[src/design/cas_params.svh]
`ifndef CAS_PARAMS_SVH
`define CAS_PARAMS_SVH
`define CAS_BIT_DMO        0
`define CAS_BIT_LOS        1
`define CAS_BIT_LOL        2
`define CAS_BIT_FIFO_LIMIT 3
`define CAS_BIT_ALOS       4
`define CAS_BIT_DLOS       5
`define CAS_BIT_PRBS       6
`define CAS_STATUS_RESET   8'h00
`define CAS_DLOS_ZERO_RUN  160
`define CAS_DLOS_WIN       9
`define CAS_DLOS_MIN_ONES  3
`define CAS_LIMIT_MARGIN   2
`define CAS_FIFO_DEPTH     32
`endif

[src/design/cas_pkg.sv]
package cas_pkg;
  typedef enum logic [1:0] {CAS_MODE_DS3, CAS_MODE_STS1, CAS_MODE_E3} cas_mode_t;
  // raw per-channel conditions from the analog front end and neighbouring blocks
  typedef struct packed {
    logic alos_below_decl;
    logic alos_above_clr;
    logic e3_los;
    logic prbs_unlock;
    logic lol;
    logic dmo;
  } cas_cond_t;
endpackage : cas_pkg

[src/design/cas_dlos_det.sv]
`timescale 1ns/10ps
`include "cas_params.svh"
module cas_dlos_det #(
  parameter int ZERO_RUN = `CAS_DLOS_ZERO_RUN,
  parameter int WIN      = `CAS_DLOS_WIN,
  parameter int MIN_ONES = `CAS_DLOS_MIN_ONES
) (
  // clock and reset
  input  wire logic core_clk,
  input  wire logic sys_rst,
  // bit stream
  input  wire logic bit_en,
  input  wire logic pulse,
  input  wire logic active,
  // result
  output logic      dlos_q
);
  logic [7:0] zrun_q, zrun_d;
  logic [3:0] wpos_q, wpos_d;
  logic [3:0] ones_q, ones_d;
  logic       dlos_d;

  always_comb begin
    zrun_d = zrun_q;
    wpos_d = wpos_q;
    ones_d = ones_q;
    dlos_d = dlos_q;
    if (!active) begin
      zrun_d = 8'h00;
      wpos_d = 4'h0;
      ones_d = 4'h0;
      dlos_d = 1'b0;
    end else if (bit_en) begin
      // declare after a run of pulse-free bit periods
      if (pulse) begin
        zrun_d = 8'h00;
      end else if (zrun_q != 8'(ZERO_RUN)) begin
        zrun_d = zrun_q + 8'h01;
      end
      if (!pulse && zrun_q == 8'(ZERO_RUN - 1)) begin
        dlos_d = 1'b1; // RULE12
      end
      // clear on one-third density measured over fixed windows
      ones_d = ones_q + {3'h0, pulse};
      wpos_d = wpos_q + 4'h1;
      if (wpos_q == 4'(WIN - 1)) begin
        if (ones_q + {3'h0, pulse} >= 4'(MIN_ONES)) begin
          dlos_d = 1'b0; // RULE12
        end
        wpos_d = 4'h0;
        ones_d = 4'h0;
      end
    end
  end

  always_ff @(posedge core_clk) begin
    if (sys_rst) begin
      zrun_q <= 8'h00;
      wpos_q <= 4'h0;
      ones_q <= 4'h0;
      dlos_q <= 1'b0;
    end else begin
      zrun_q <= zrun_d;
      wpos_q <= wpos_d;
      ones_q <= ones_d;
      dlos_q <= dlos_d;
    end
  end
endmodule : cas_dlos_det

[src/design/cas_alarm_status.sv]
`timescale 1ns/10ps
`include "cas_params.svh"
// Operation
// RULE1 - in DS3/STS-1, analog loss declares when amplitude falls below declare level
// RULE2 - in DS3/STS-1, analog loss clears when amplitude rises above clear level
// RULE3 - separate declare and clear levels give hysteresis; between them state holds
// RULE4 - bit 4 shows the analog loss defect state
// RULE5 - channel loss is analog defect OR digital defect
// RULE6 - bit 1 shows the combined channel loss state
// RULE7 - FIFO-limit alarm raised when fill within two bits of overflow or underrun
// RULE8 - FIFO-limit alarm dropped once fill leaves both two-bit margins
// RULE9 - bit 3 shows the FIFO-limit alarm
// RULE10 - FIFO-limit bit meaningful only with jitter attenuator enabled
// RULE11 - alarm bits are read-only live state; writes do nothing
// RULE12 - digital loss declares after pulse-free run, clears at one-third density
// RULE13 - in E3, channel loss follows the E3 loss detector instead
// RULE14 - amplitude compare arrives as comparator levels; logic selects and registers
module cas_alarm_status
  import cas_pkg::*;
#(
  parameter int FIFO_DEPTH = `CAS_FIFO_DEPTH,
  parameter int LIMIT_MARGIN = `CAS_LIMIT_MARGIN,
  parameter int FILL_W     = $clog2(FIFO_DEPTH + 1)
) (
  // clock and reset
  input  wire logic              core_clk,
  input  wire logic              sys_rst,
  // channel configuration
  input  wire cas_pkg::cas_mode_t mode,
  input  wire logic              jat_enable,
  // line side
  input  wire logic              bit_en,
  input  wire logic              rx_pulse,
  input  wire cas_pkg::cas_cond_t cond_async,
  // jitter attenuator fill level, same clock
  input  wire logic [FILL_W-1:0] jat_fill,
  // register read port
  input  wire logic              reg_rd,
  input  wire logic              reg_wr,
  output logic [7:0]             reg_rdata_q,
  // live flags
  output logic                   chan_los_q,
  output logic                   fifo_limit_alarm_q
);
  import cas_pkg::*;

  cas_cond_t  sync1_q, sync2_q;
  logic       alos_q, alos_d;
  logic       limit_d, los_d;
  logic       dlos;
  logic       ds_mode;
  logic [7:0] status;
  logic [7:0] rdata_d;

  // front-end levels are from another domain; two stages before use
  always_ff @(posedge core_clk) begin
    if (sys_rst) begin
      sync1_q <= '0;
      sync2_q <= '0;
    end else begin
      sync1_q <= cond_async;
      sync2_q <= sync1_q;
    end
  end

  assign ds_mode = (mode != CAS_MODE_E3);

  cas_dlos_det u_dlos (
    .core_clk (core_clk),
    .sys_rst  (sys_rst),
    .bit_en   (bit_en),
    .pulse    (rx_pulse),
    .active   (ds_mode),
    .dlos_q   (dlos)
  );

  always_comb begin
    alos_d = alos_q; // RULE3
    if (!ds_mode) begin
      alos_d = 1'b0;
    end else if (sync2_q.alos_below_decl) begin // RULE14
      alos_d = 1'b1; // RULE1
    end else if (sync2_q.alos_above_clr) begin
      alos_d = 1'b0; // RULE2
    end
    // neither comparator active: hold, so noise near one level cannot chatter
    los_d = ds_mode ? (alos_d | dlos) : sync2_q.e3_los; // RULE5 RULE13
    // margin check against both ends; forced low while the attenuator is off so no stale alarm shows
    limit_d = jat_enable &&
              ((jat_fill <= FILL_W'(LIMIT_MARGIN)) ||
               (jat_fill >= FILL_W'(FIFO_DEPTH - LIMIT_MARGIN))); // RULE7 RULE8 RULE10
  end

  always_comb begin
    status = `CAS_STATUS_RESET;
    status[`CAS_BIT_DMO]  = sync2_q.dmo;
    status[`CAS_BIT_LOS]  = chan_los_q; // RULE6
    status[`CAS_BIT_LOL]  = sync2_q.lol;
    status[`CAS_BIT_FIFO_LIMIT] = fifo_limit_alarm_q; // RULE9
    status[`CAS_BIT_ALOS] = alos_q; // RULE4
    status[`CAS_BIT_DLOS] = dlos;
    status[`CAS_BIT_PRBS] = sync2_q.prbs_unlock;
    // reg_wr is accepted and discarded; no bit is latched
    rdata_d = reg_rd ? status : reg_rdata_q; // RULE11
  end

  always_ff @(posedge core_clk) begin
    if (sys_rst) begin
      alos_q      <= 1'b0;
      chan_los_q  <= 1'b0;
      fifo_limit_alarm_q <= 1'b0;
      reg_rdata_q <= `CAS_STATUS_RESET;
    end else begin
      alos_q      <= alos_d;
      chan_los_q  <= los_d;
      fifo_limit_alarm_q <= limit_d;
      reg_rdata_q <= rdata_d;
    end
  end
endmodule : cas_alarm_status

[config.mk]
export PLATFORM = sky130hd
export DESIGN_NAME = cas_alarm_status
export DESIGN_NICKNAME = d
export VERILOG_FILES = /design/src/design/cas_pkg.sv /design/src/design/cas_dlos_det.sv /design/src/design/cas_alarm_status.sv
export VERILOG_INCLUDE_DIRS = /design/src /design/src/design
export SDC_FILE = /design/constraint.sdc
export NUM_CORES = 1
export LEC_CHECK = 0
export BUFFER_PORTS_ARGS = -buffer_cell sky130_fd_sc_hd__buf_2
export CORE_MARGIN = 8
export CORE_UTILIZATION = 45
export DETAILED_ROUTE_END_ITERATION = 8
export GPL_ROUTABILITY_DRIVEN = 0
export HOLD_SLACK_MARGIN = 0.02
export PLACE_DENSITY = 0.67
export RECOVER_POWER = 50
export SETUP_SLACK_MARGIN = 0.3
export SLEW_MARGIN = 10
export SYNTH_ARGS = -nofsm -noshare
export SYNTH_HDL_FRONTEND = slang
export SYNTH_SLANG_ARGS = --single-unit
[constraint.sdc]
create_clock -name core_clk -period 2.75 [get_ports core_clk]
set_clock_uncertainty 0.2 [all_clocks]
set_input_delay 0 -clock core_clk [delete_from_list [all_inputs] [get_ports core_clk]]
set_output_delay 0 -clock core_clk [all_outputs]
set_load 0.05 [all_outputs]
==> impl_metrics.json, run 1 <==
{
  "whs_path_depth": 1,
  "num_rows": 22,
  "seq_area_frac_synth": 0.474,
  "pin_count": 31,
  "status": "finished, final reports clean",
  "peakVddDrop_v": 0.000475,
  "area_growth_pct": 29.6,
  "tightest_slew_ps": 856,
  "cpPeakStageDelay_ps": 560,
  "cp-end-kind": "flop",
  "finalCriticalPeriod_ps": 2330,
  "synth_area_leader_cell": "dfxtp_1",
  "final_cell_mix": "39 x dfxtp_1, 25 x dlygate4sd3_1, 23 x nor2_1",
  "min-delay-path-class": "flop to flop",
  "fin_crit_sh": 0.848,
  "cts_resized": 0,
  "clock_latency_ps": 340,
  "syn_area_um2": 1650,
  "finalHoldViolations": 0,
  "cts_buffer_depth": 2,
  "dp_hpwl_mm": 2.35,
  "setup_tns_ps": 0,
  "finalMaxSlewViolations": 0,
  "port_buffers": 28,
  "vias": 1374,
  "grt_pass1_vias": 1361,
  "track_usage": 0.118,
  "antenna_found_initial": 0,
  "r2r_cells": 5,
  "cap_violations": 0,
  "synth_nets": 200,
  "wl_per_cell_um": 12.2,
  "n_antenna_cell": 0,
  "dieHeight_um": 76.5,
  "powerDensity_nw_per_um2": 513,
  "die-area_um2": 5850,
  "grt_pass1_wl_mm": 5.68,
  "max_slew_margin": 0.429,
  "cts_buffers": 5,
  "crit_type": "flop to flop",
  "final-setup-viol-count": 0,
  "critPathMaxFanout": 6,
  "layout.nets": 253,
  "synthFlopType": "dfxtp_1",
  "drt_iter0_drc": 61,
  "synth_area_leaders": "dfxtp_1 47%, nor2_1 5.2%, nor2b_1 4.9%, mux2i_1 4.9%, ha_1 4.6%",
  "start_util": 0.460,
  "drive_gt1_frac": 0.145,
  "drt-total-wl_mm": 3.37,
  "path_clk_slew_ps": 120,
  "drt-vias-per-instance": 5.00,
  "avgSynthCellArea_um2": 9.52,
  "final_antenna_net_count": 0,
  "fmax_mhz": 429,
  "cp-start-kind": "flop",
  "clock_tree.root_cell": "clkbuf_4",
  "drc": 0,
  "synthArstFlopShare": 0,
  "ys_ff_latch": 39,
  "grt_max_degree": 24,
  "synth_cell_types": 41,
  "cts_sinks": 39,
  "arrival_ps": 2370,
  "mostFrequentLayoutCell": "dfxtp_1",
  "cts_tree": "yes",
  "rsz0062_at_grt": "false",
  "synth_cells": 173,
  "cp_slowest_cell": "or4b_4",
  "fp.coreArea_um2": 3580,
  "synth_top_area_share": 0.474,
  "dr.pass1.iters": 4,
  "finalPower_w": 0.00109,
  "leakagePower_nw": 0.849,
  "die_w_um": 76.5,
  "yosysWarnings": 0,
  "worst_ep_required_time_ps": 2790,
  "htreeDepth": 2,
  "path_cells": "or4b_4 > o41ai_4 > or3b_2 > dlygate4sd3_1 > a21oi_1",
  "grt-ovfl-total": 0,
  "synth_edf_count": 0
}
==> registers in the layout, summed over array words and instances, names as in the netlist <==
| name | count |
|---|---|
| u_dlos.zrun_q | 8 |
| reg_rdata_q | 7 |
| alos_q | 1 |
| sync1_q | 6 |
| sync2_q | 3 |
| fifo_limit_alarm_q | 1 |
| u_dlos.dlos_q | 1 |
| u_dlos.wpos_q | 4 |
| status | 3 |
| u_dlos.ones_q | 4 |
| chan_los_q | 1 |
==> stage by stage <==
stage / utilization / hold slack, ps / std cells / area (um2) / worst slack (ps)
2_1_floorplan: - / -128 / 173 / 1650 / 1040
3_3_place_gp: 0.507 / 9.98 / 242 / 1810 / 962
3_5_place_dp: 0.507 / 12.1 / 242 / 1810 / 891
4_1_cts: 0.600 / 246 / 275 / 2150 / 400
5_1_grt: 0.597 / 265 / 275 / 2130 / 300
6_report: 0.597 / 238 / 275 / 2130 / 419
==> what timing repair did <==
action,in CTS,in global routing
hold endpoints to repair,39,0
setup buffers,0,0
hold buffers,25,0
==> kinds of logic (layout without fill, tap and decap cells) <==
logic type      Yosys count  after routing  synth area share
other cells               1              1           0.00228
buf+inv                  13             67            0.0342
fa+ha+maj                 6              6            0.0456
xor+xnor                  6              6            0.0319
flops                    39             39             0.474
compound gates           25             25             0.108
simple gates             74             74             0.248
mux                       9              9            0.0555
==> metal layers <==
metal / global-route usage / wire length, um / vias to the layer above
li1: - / - / 698
met5: 0 / 0 / -
met1: 0.105 / 1380 / 630
met4: 0.0577 / 77 / 0
met3: 0.0413 / 161 / 9
met2: 0.228 / 1750 / 37
==> final timing paths <==
check                        start               end  slack, ps
setup / recovery  u_dlos.zrun_q[4]  u_dlos.zrun_q[1]        420
hold / removal          sync1_q[4]        sync2_q[4]        240
setup reg to reg  u_dlos.zrun_q[4]  u_dlos.zrun_q[1]        420
hold reg to reg         sync1_q[4]        sync2_q[4]        240
==> cells in the mapped netlist (all sizes together) (2+ instances only) <==
master,number
a2111oi,2
a21oi,9
and3,2
buf,2
clkbuf,5
dfxtp,39
ha,6
inv,6
mux2i,8
nand2,13
nand2b,3
nand3,4
nand4,2
nand4b,2
nor2,23
nor2b,13
nor3b,3
o21ai,6
xnor2,5
==> area by class of cell <==
class / instances / area, um2
Inverter: 6 / 22.5
Sequential cell: 39 / 781
Multi-Input combinational cell: 121 / 810
Clock inverter: 3 / 46.3
Clock buffer: 5 / 37.5
Tap cell: 48 / 60.1
Timing Repair Buffer: 53 / 378
Fill cell: 328 / 1440
==> where the power goes <==
group	switching [W]	internal, W
registers	0.00000752	0.000581
logic	0.0000613	0.0000581
clock network	0.000192	0.000194
total	0.000261	0.000834
==> worst max-delay path: cells and delay by family, from the launching register on <==
family / cells / cell delay (ps)
AOI/OAI and AO/OA: 2 / 370
buffers and inverters: 1 / 530
DFF: 1 / 380
and+or+nand+nor: 2 / 740
(Power assumes the default switching activity.)
==> run 2: changes to the inputs <==
==> constraint.sdc (replaced) <==
create_clock -name core_clk -period 2.15 [get_ports core_clk]
set_clock_uncertainty 0.2 [all_clocks]
set_input_delay 0 -clock core_clk [delete_from_list [all_inputs] [get_ports core_clk]]
set_output_delay 0 -clock core_clk [all_outputs]
set_load 0.05 [all_outputs]
==> impl_metrics.json, run 2 (same netlist as run 1, synthesis figures left out) <==
{
  "cp-start-kind": "primary input",
  "port_buffers": 28,
  "use_met2": 0.230,
  "dieHeight_um": 76.5,
  "antenna_found_initial": 0,
  "clock_tree.root_cell": "clkbuf_4",
  "cap_violations": 0,
  "rsz0062_at_grt": "true",
  "whs_ps": 240,
  "dp_hpwl_mm": 2.34,
  "arrival_ps": 1910,
  "finalMaxSlewViolations": 0,
  "drive_gt1_frac": 0.181,
  "finalHoldViolations": 0,
  "cp-end-kind": "flop",
  "p_int_w": 0.000943,
  "tightest_slew_ps": 866,
  "layout.nets": 253,
  "cts_buffers": 5,
  "finalCriticalPeriod_ps": 1860,
  "fillers": 322,
  "peakVddDrop_v": 0.000550,
  "final-setup-viol-count": 0,
  "max_slew_margin": 0.423,
  "crit_type": "primary input to flop",
  "dr.pass1.iters": 4,
  "path_clk_slew_ps": 120,
  "track_usage": 0.126,
  "grt_max_degree": 24,
  "die_w_um": 76.5,
  "seq_power_share": 0.590,
  "setup_tns_ps": 0,
  "grt-ovfl-total": 0,
  "final_antenna_net_count": 0,
  "cts_tree": "yes",
  "combinationalPowerShare": 0.124,
  "cts_buffer_depth": 2,
  "status": "finished, final reports clean",
  "mostFrequentLayoutCell": "dfxtp_1",
  "fin_util": 0.601,
  "reg2reg_from": "u_dlos.zrun_q[6]",
  "seq_area_um2": 786,
  "fp.coreArea_um2": 3580,
  "drt-total-wl_mm": 3.58,
  "hp-start": "sync1_q[5]",
  "clock_latency_ps": 350,
  "switching_share": 0.261,
  "critPathMaxFanout": 6,
  "die-area_um2": 5850,
  "drt-vias-per-instance": 5.07,
  "htreeDepth": 2,
  "power.switching_w": 0.000333,
  "num_rows": 22,
  "clkPwrFrac": 0.286,
  "worst_ep_required_time_ps": 2200,
  "fmax_mhz": 537,
  "vias": 1393,
  "busiest_layer": "met2",
  "reg_top3": "u_dlos.zrun_q (8), reg_rdata_q (7), sync1_q (6)",
  "multi_input_area_um2": 852,
  "area_growth_pct": 30.6,
  "final_cell_mix": "37 x dfxtp_1, 23 x nor2_1, 23 x dlygate4sd3_1",
  "met1_usage": 0.118,
  "drt_iter0_drc": 70,
  "grt_pass1_wl_mm": 5.98,
  "min-delay-path-class": "flop to flop",
  "powerDensity_nw_per_um2": 593,
  "leakagePower_nw": 0.841,
  "cts_sinks": 39,
  "top_register": "u_dlos.zrun_q",
  "drc": 0,
  "grt_pass1_vias": 1377,
  "crit_start": "rx_pulse",
  "largest_reg_flops": 8,
  "final_area_um2": 2150,
  "pin_count": 31,
  "placed_area_um2": 1810,
  "use_met3": 0.0342,
  "wl_per_cell_um": 13.0,
  "n_antenna_cell": 0,
  "start_util": 0.460,
  "fin_crit_sh": 0.866
}
-- run 2: changes by cell type in the layout (fill, tap and decap cells not counted), sizes merged --
cell / before / now
buf: 18 / 20
bufinv: 1 / 0
clkinv: 0 / 1
clkinvlp: 1 / 2
dlygate4sd3: 25 / 23
inv: 7 / 6
-- run 2: path summary, 6_finish.rpt --
kind | endpoint | slack, ps | cells after the start
max reg2reg | u_dlos.zrun_q[1] | 300 | 4
max | u_dlos.zrun_q[1] | 290 | 6
min | sync2_q[5] | 240 | 1
min reg2reg | sync2_q[5] | 240 | 1
-- run 2: area by class of cell --
| type | count | area share |
|---|---|---|
| inverter | 6 | 0.0105 |
| timing repair buffer | 53 | 0.173 |
| clock inverter | 3 | 0.00931 |
| clock buffer | 5 | 0.0175 |
| sequential | 39 | 0.365 |
| multi-input combinational | 121 | 0.396 |
| tap | 48 | 0.0279 |
-- run 2: critical path, cell delays in order --
cell and delay [ps]:
buf_2 100, dlygate4sd3_1 630, or4b_4 520, o41ai_4 410, or3b_2 200, a21oi_1 50
-- run 2: stage by stage --
step / worst slack (ps) / cells / power (W)
2_1_floorplan: 444 / 173 / 0.000856
3_3_place_gp: 378 / 242 / 0.000885
3_5_place_dp: 214 / 242 / 0.000892
4_1_cts: 308 / 273 / 0.00129
5_1_grt: 183 / 275 / 0.00134
6_report: 288 / 275 / 0.00128
-- run 2: power groups by stage --
stage / combinational [W] / clock (W) / sequential (W)
finish: 0.000158 / 0.000365 / 0.000752
global route: 0.000172 / 0.000416 / 0.000756
CTS: 0.000157 / 0.000380 / 0.000754
detailed placement: 0.000122 / 0 / 0.000770
global placement: 0.000117 / 0 / 0.000768
floorplan: 0.0000708 / 0 / 0.000785
-- run 2: routing by layer --
layer | vias to the layer above | routed length, um
li1 | 696 | -
met1 | 655 | 1400
met2 | 28 | 1910
met3 | 14 | 128
met4 | 0 | 146
met5 | - | 0
-- run 2: what timing repair did --
action,in CTS,in global routing
hold buffers,23,0
setup buffers,0,2
hold endpoints to repair,39,0
resized for setup,3,6
pin swaps,0,4
endpoints found under the setup margin,1,4
==> run 3: changes to the inputs <==
--- a/config.mk
+++ b/config.mk
@@ -7,6 +7,7 @@
 export NUM_CORES = 1
 export LEC_CHECK = 0
 export BUFFER_PORTS_ARGS = -buffer_cell sky130_fd_sc_hd__buf_2
+export CORE_ASPECT_RATIO = 0.8
 export CORE_MARGIN = 8
 export CORE_UTILIZATION = 45
 export DETAILED_ROUTE_END_ITERATION = 8
==> impl_metrics.json, run 3 (same netlist as run 1, synthesis figures left out) <==
{
  "status": "finished, final reports clean",
  "cp-end-kind": "flop",
  "setup_tns_ps": 0,
  "cp-start-kind": "primary input",
  "tightest_slew_ps": 612,
  "use_met3": 0.0440,
  "cts_buffers": 5,
  "finalCriticalPeriod_ps": 1810,
  "drt-vias-per-instance": 5.01,
  "post-place-ws_ps": 313,
  "clkPwrFrac": 0.343,
  "crit_type": "primary input to flop",
  "fillers": 286,
  "clock_latency_ps": 280,
  "layout.nets": 253,
  "seq_power_share": 0.544,
  "rsz0062_at_grt": "true",
  "max_slew_margin": 0.594,
  "path_clk_slew_ps": 70,
  "final_cell_mix": "36 x dfxtp_1, 23 x nor2_1, 21 x dlygate4sd3_1",
  "drt_iter0_drc": 76,
  "leakagePower_nw": 0.866,
  "dp_hpwl_mm": 2.24,
  "finalMaxSlewViolations": 0,
  "reg_top3": "u_dlos.zrun_q (8), reg_rdata_q (7), sync1_q (6)",
  "met1_usage": 0.123,
  "n_antenna_cell": 0,
  "htreeDepth": 2,
  "p_int_w": 0.00104,
  "grt_max_degree": 24,
  "fp.coreArea_um2": 3470,
  "die-area_um2": 5860,
  "grt_pass1_vias": 1265,
  "top_register": "u_dlos.zrun_q",
  "final_antenna_net_count": 0,
  "die_w_um": 83.6,
  "antenna_found_initial": 0,
  "largest_reg_flops": 8,
  "min-delay-path-class": "primary input to flop",
  "layout_setup_ws_ps": 338,
  "dieHeight_um": 70.1,
  "use_met2": 0.201,
  "finalHoldViolations": 0,
  "cts_tree": "yes",
  "pin_count": 31,
  "peakVddDrop_v": 0.000383,
  "cts_buffer_depth": 2,
  "port_buffers": 28,
  "vias": 1349,
  "combinationalPowerShare": 0.113,
  "fin_crit_sh": 0.843,
  "mostFrequentLayoutCell": "dfxtp_1",
  "critPathMaxFanout": 7,
  "track_usage": 0.116,
  "worst_ep_required_time_ps": 2130,
  "switching_share": 0.245,
  "arrival_ps": 1790,
  "final-setup-viol-count": 0,
  "fmax_mhz": 552,
  "drt-total-wl_mm": 3.45,
  "dr.pass1.iters": 4,
  "cts_sinks": 39,
  "drive_gt1_frac": 0.185,
  "power.switching_w": 0.000338,
  "powerDensity_nw_per_um2": 636,
  "num_rows": 19,
  "grt_pass1_wl_mm": 5.64,
  "grt-ovfl-total": 0,
  "area_growth_pct": 31.9,
  "clock_tree.root_cell": "clkbuf_8",
  "busiest_layer": "met2",
  "wl_per_cell_um": 12.8,
  "drc": 0,
  "start_util": 0.474,
  "cap_violations": 0
}
-- run 3: layer usage --
layer	share of wire	vias to the layer above
li1	-	698
met1	0.43	628
met2	0.52	19
met3	0.040	4
met4	0.010	0
met5	0	-
-- run 3: final timing paths --
kind,startpoint,to,slack (ps),cells past startpoint
max,reg_rd,reg_rdata_q[5],340,5
min,rx_pulse,u_dlos.ones_q[0],110,4
max reg2reg,u_dlos.zrun_q[4],u_dlos.zrun_q[1],350,4
min reg2reg,sync1_q[5],sync2_q[5],240,1
-- run 3: cell type report --
class / instances / area [um2] / area share
inverters: 6 / 22.5 / 0.0104
clock inverters: 2 / 12.5 / 0.00576
repair buffers: 53 / 373 / 0.172
well taps: 42 / 52.6 / 0.0242
flip-flops and latches: 39 / 787 / 0.362
multi-input cells: 121 / 852 / 0.392
clock buffers: 6 / 72.6 / 0.0334
-- run 3: power by group through the flow --
stage	logic, W	registers [W]	clock network [W]
finish	0.000156	0.000752	0.000474
global route	0.000169	0.000754	0.000526
CTS	0.000153	0.000753	0.000488
detailed placement	0.000122	0.000770	0
global placement	0.000116	0.000768	0
floorplan	0.0000708	0.000785	0
-- run 3: per-stage QoR --
stage	instances	area [um2]	power, W	util	hold slack [ps]
3_5_place_dp	236	1810	0.000892	0.520	11.7
4_1_cts	266	2120	0.00139	0.610	81.6
6_report	269	2170	0.00138	0.626	114
3_3_place_gp	236	1810	0.000885	0.520	7.52
5_1_grt	269	2170	0.00145	0.626	136
2_1_floorplan	173	1650	0.000856	-	-128
-- run 3: timing repair --
action | in CTS | in global routing
pin swaps | 0 | 4
hold endpoints to repair | 34 | 0
buffers inserted | 0 | 3
cloned | 0 | 0
hold buffers | 22 | 0
endpoints found under the setup margin | 1 | 3
gates resized for setup | 2 | 10
-- run 3: critical path: stages --
cell,delay [ps]
dlygate4sd3_1,520
clkbuf_1,400
mux2i_1,240
nor2_1,50
dlygate4sd3_1,570
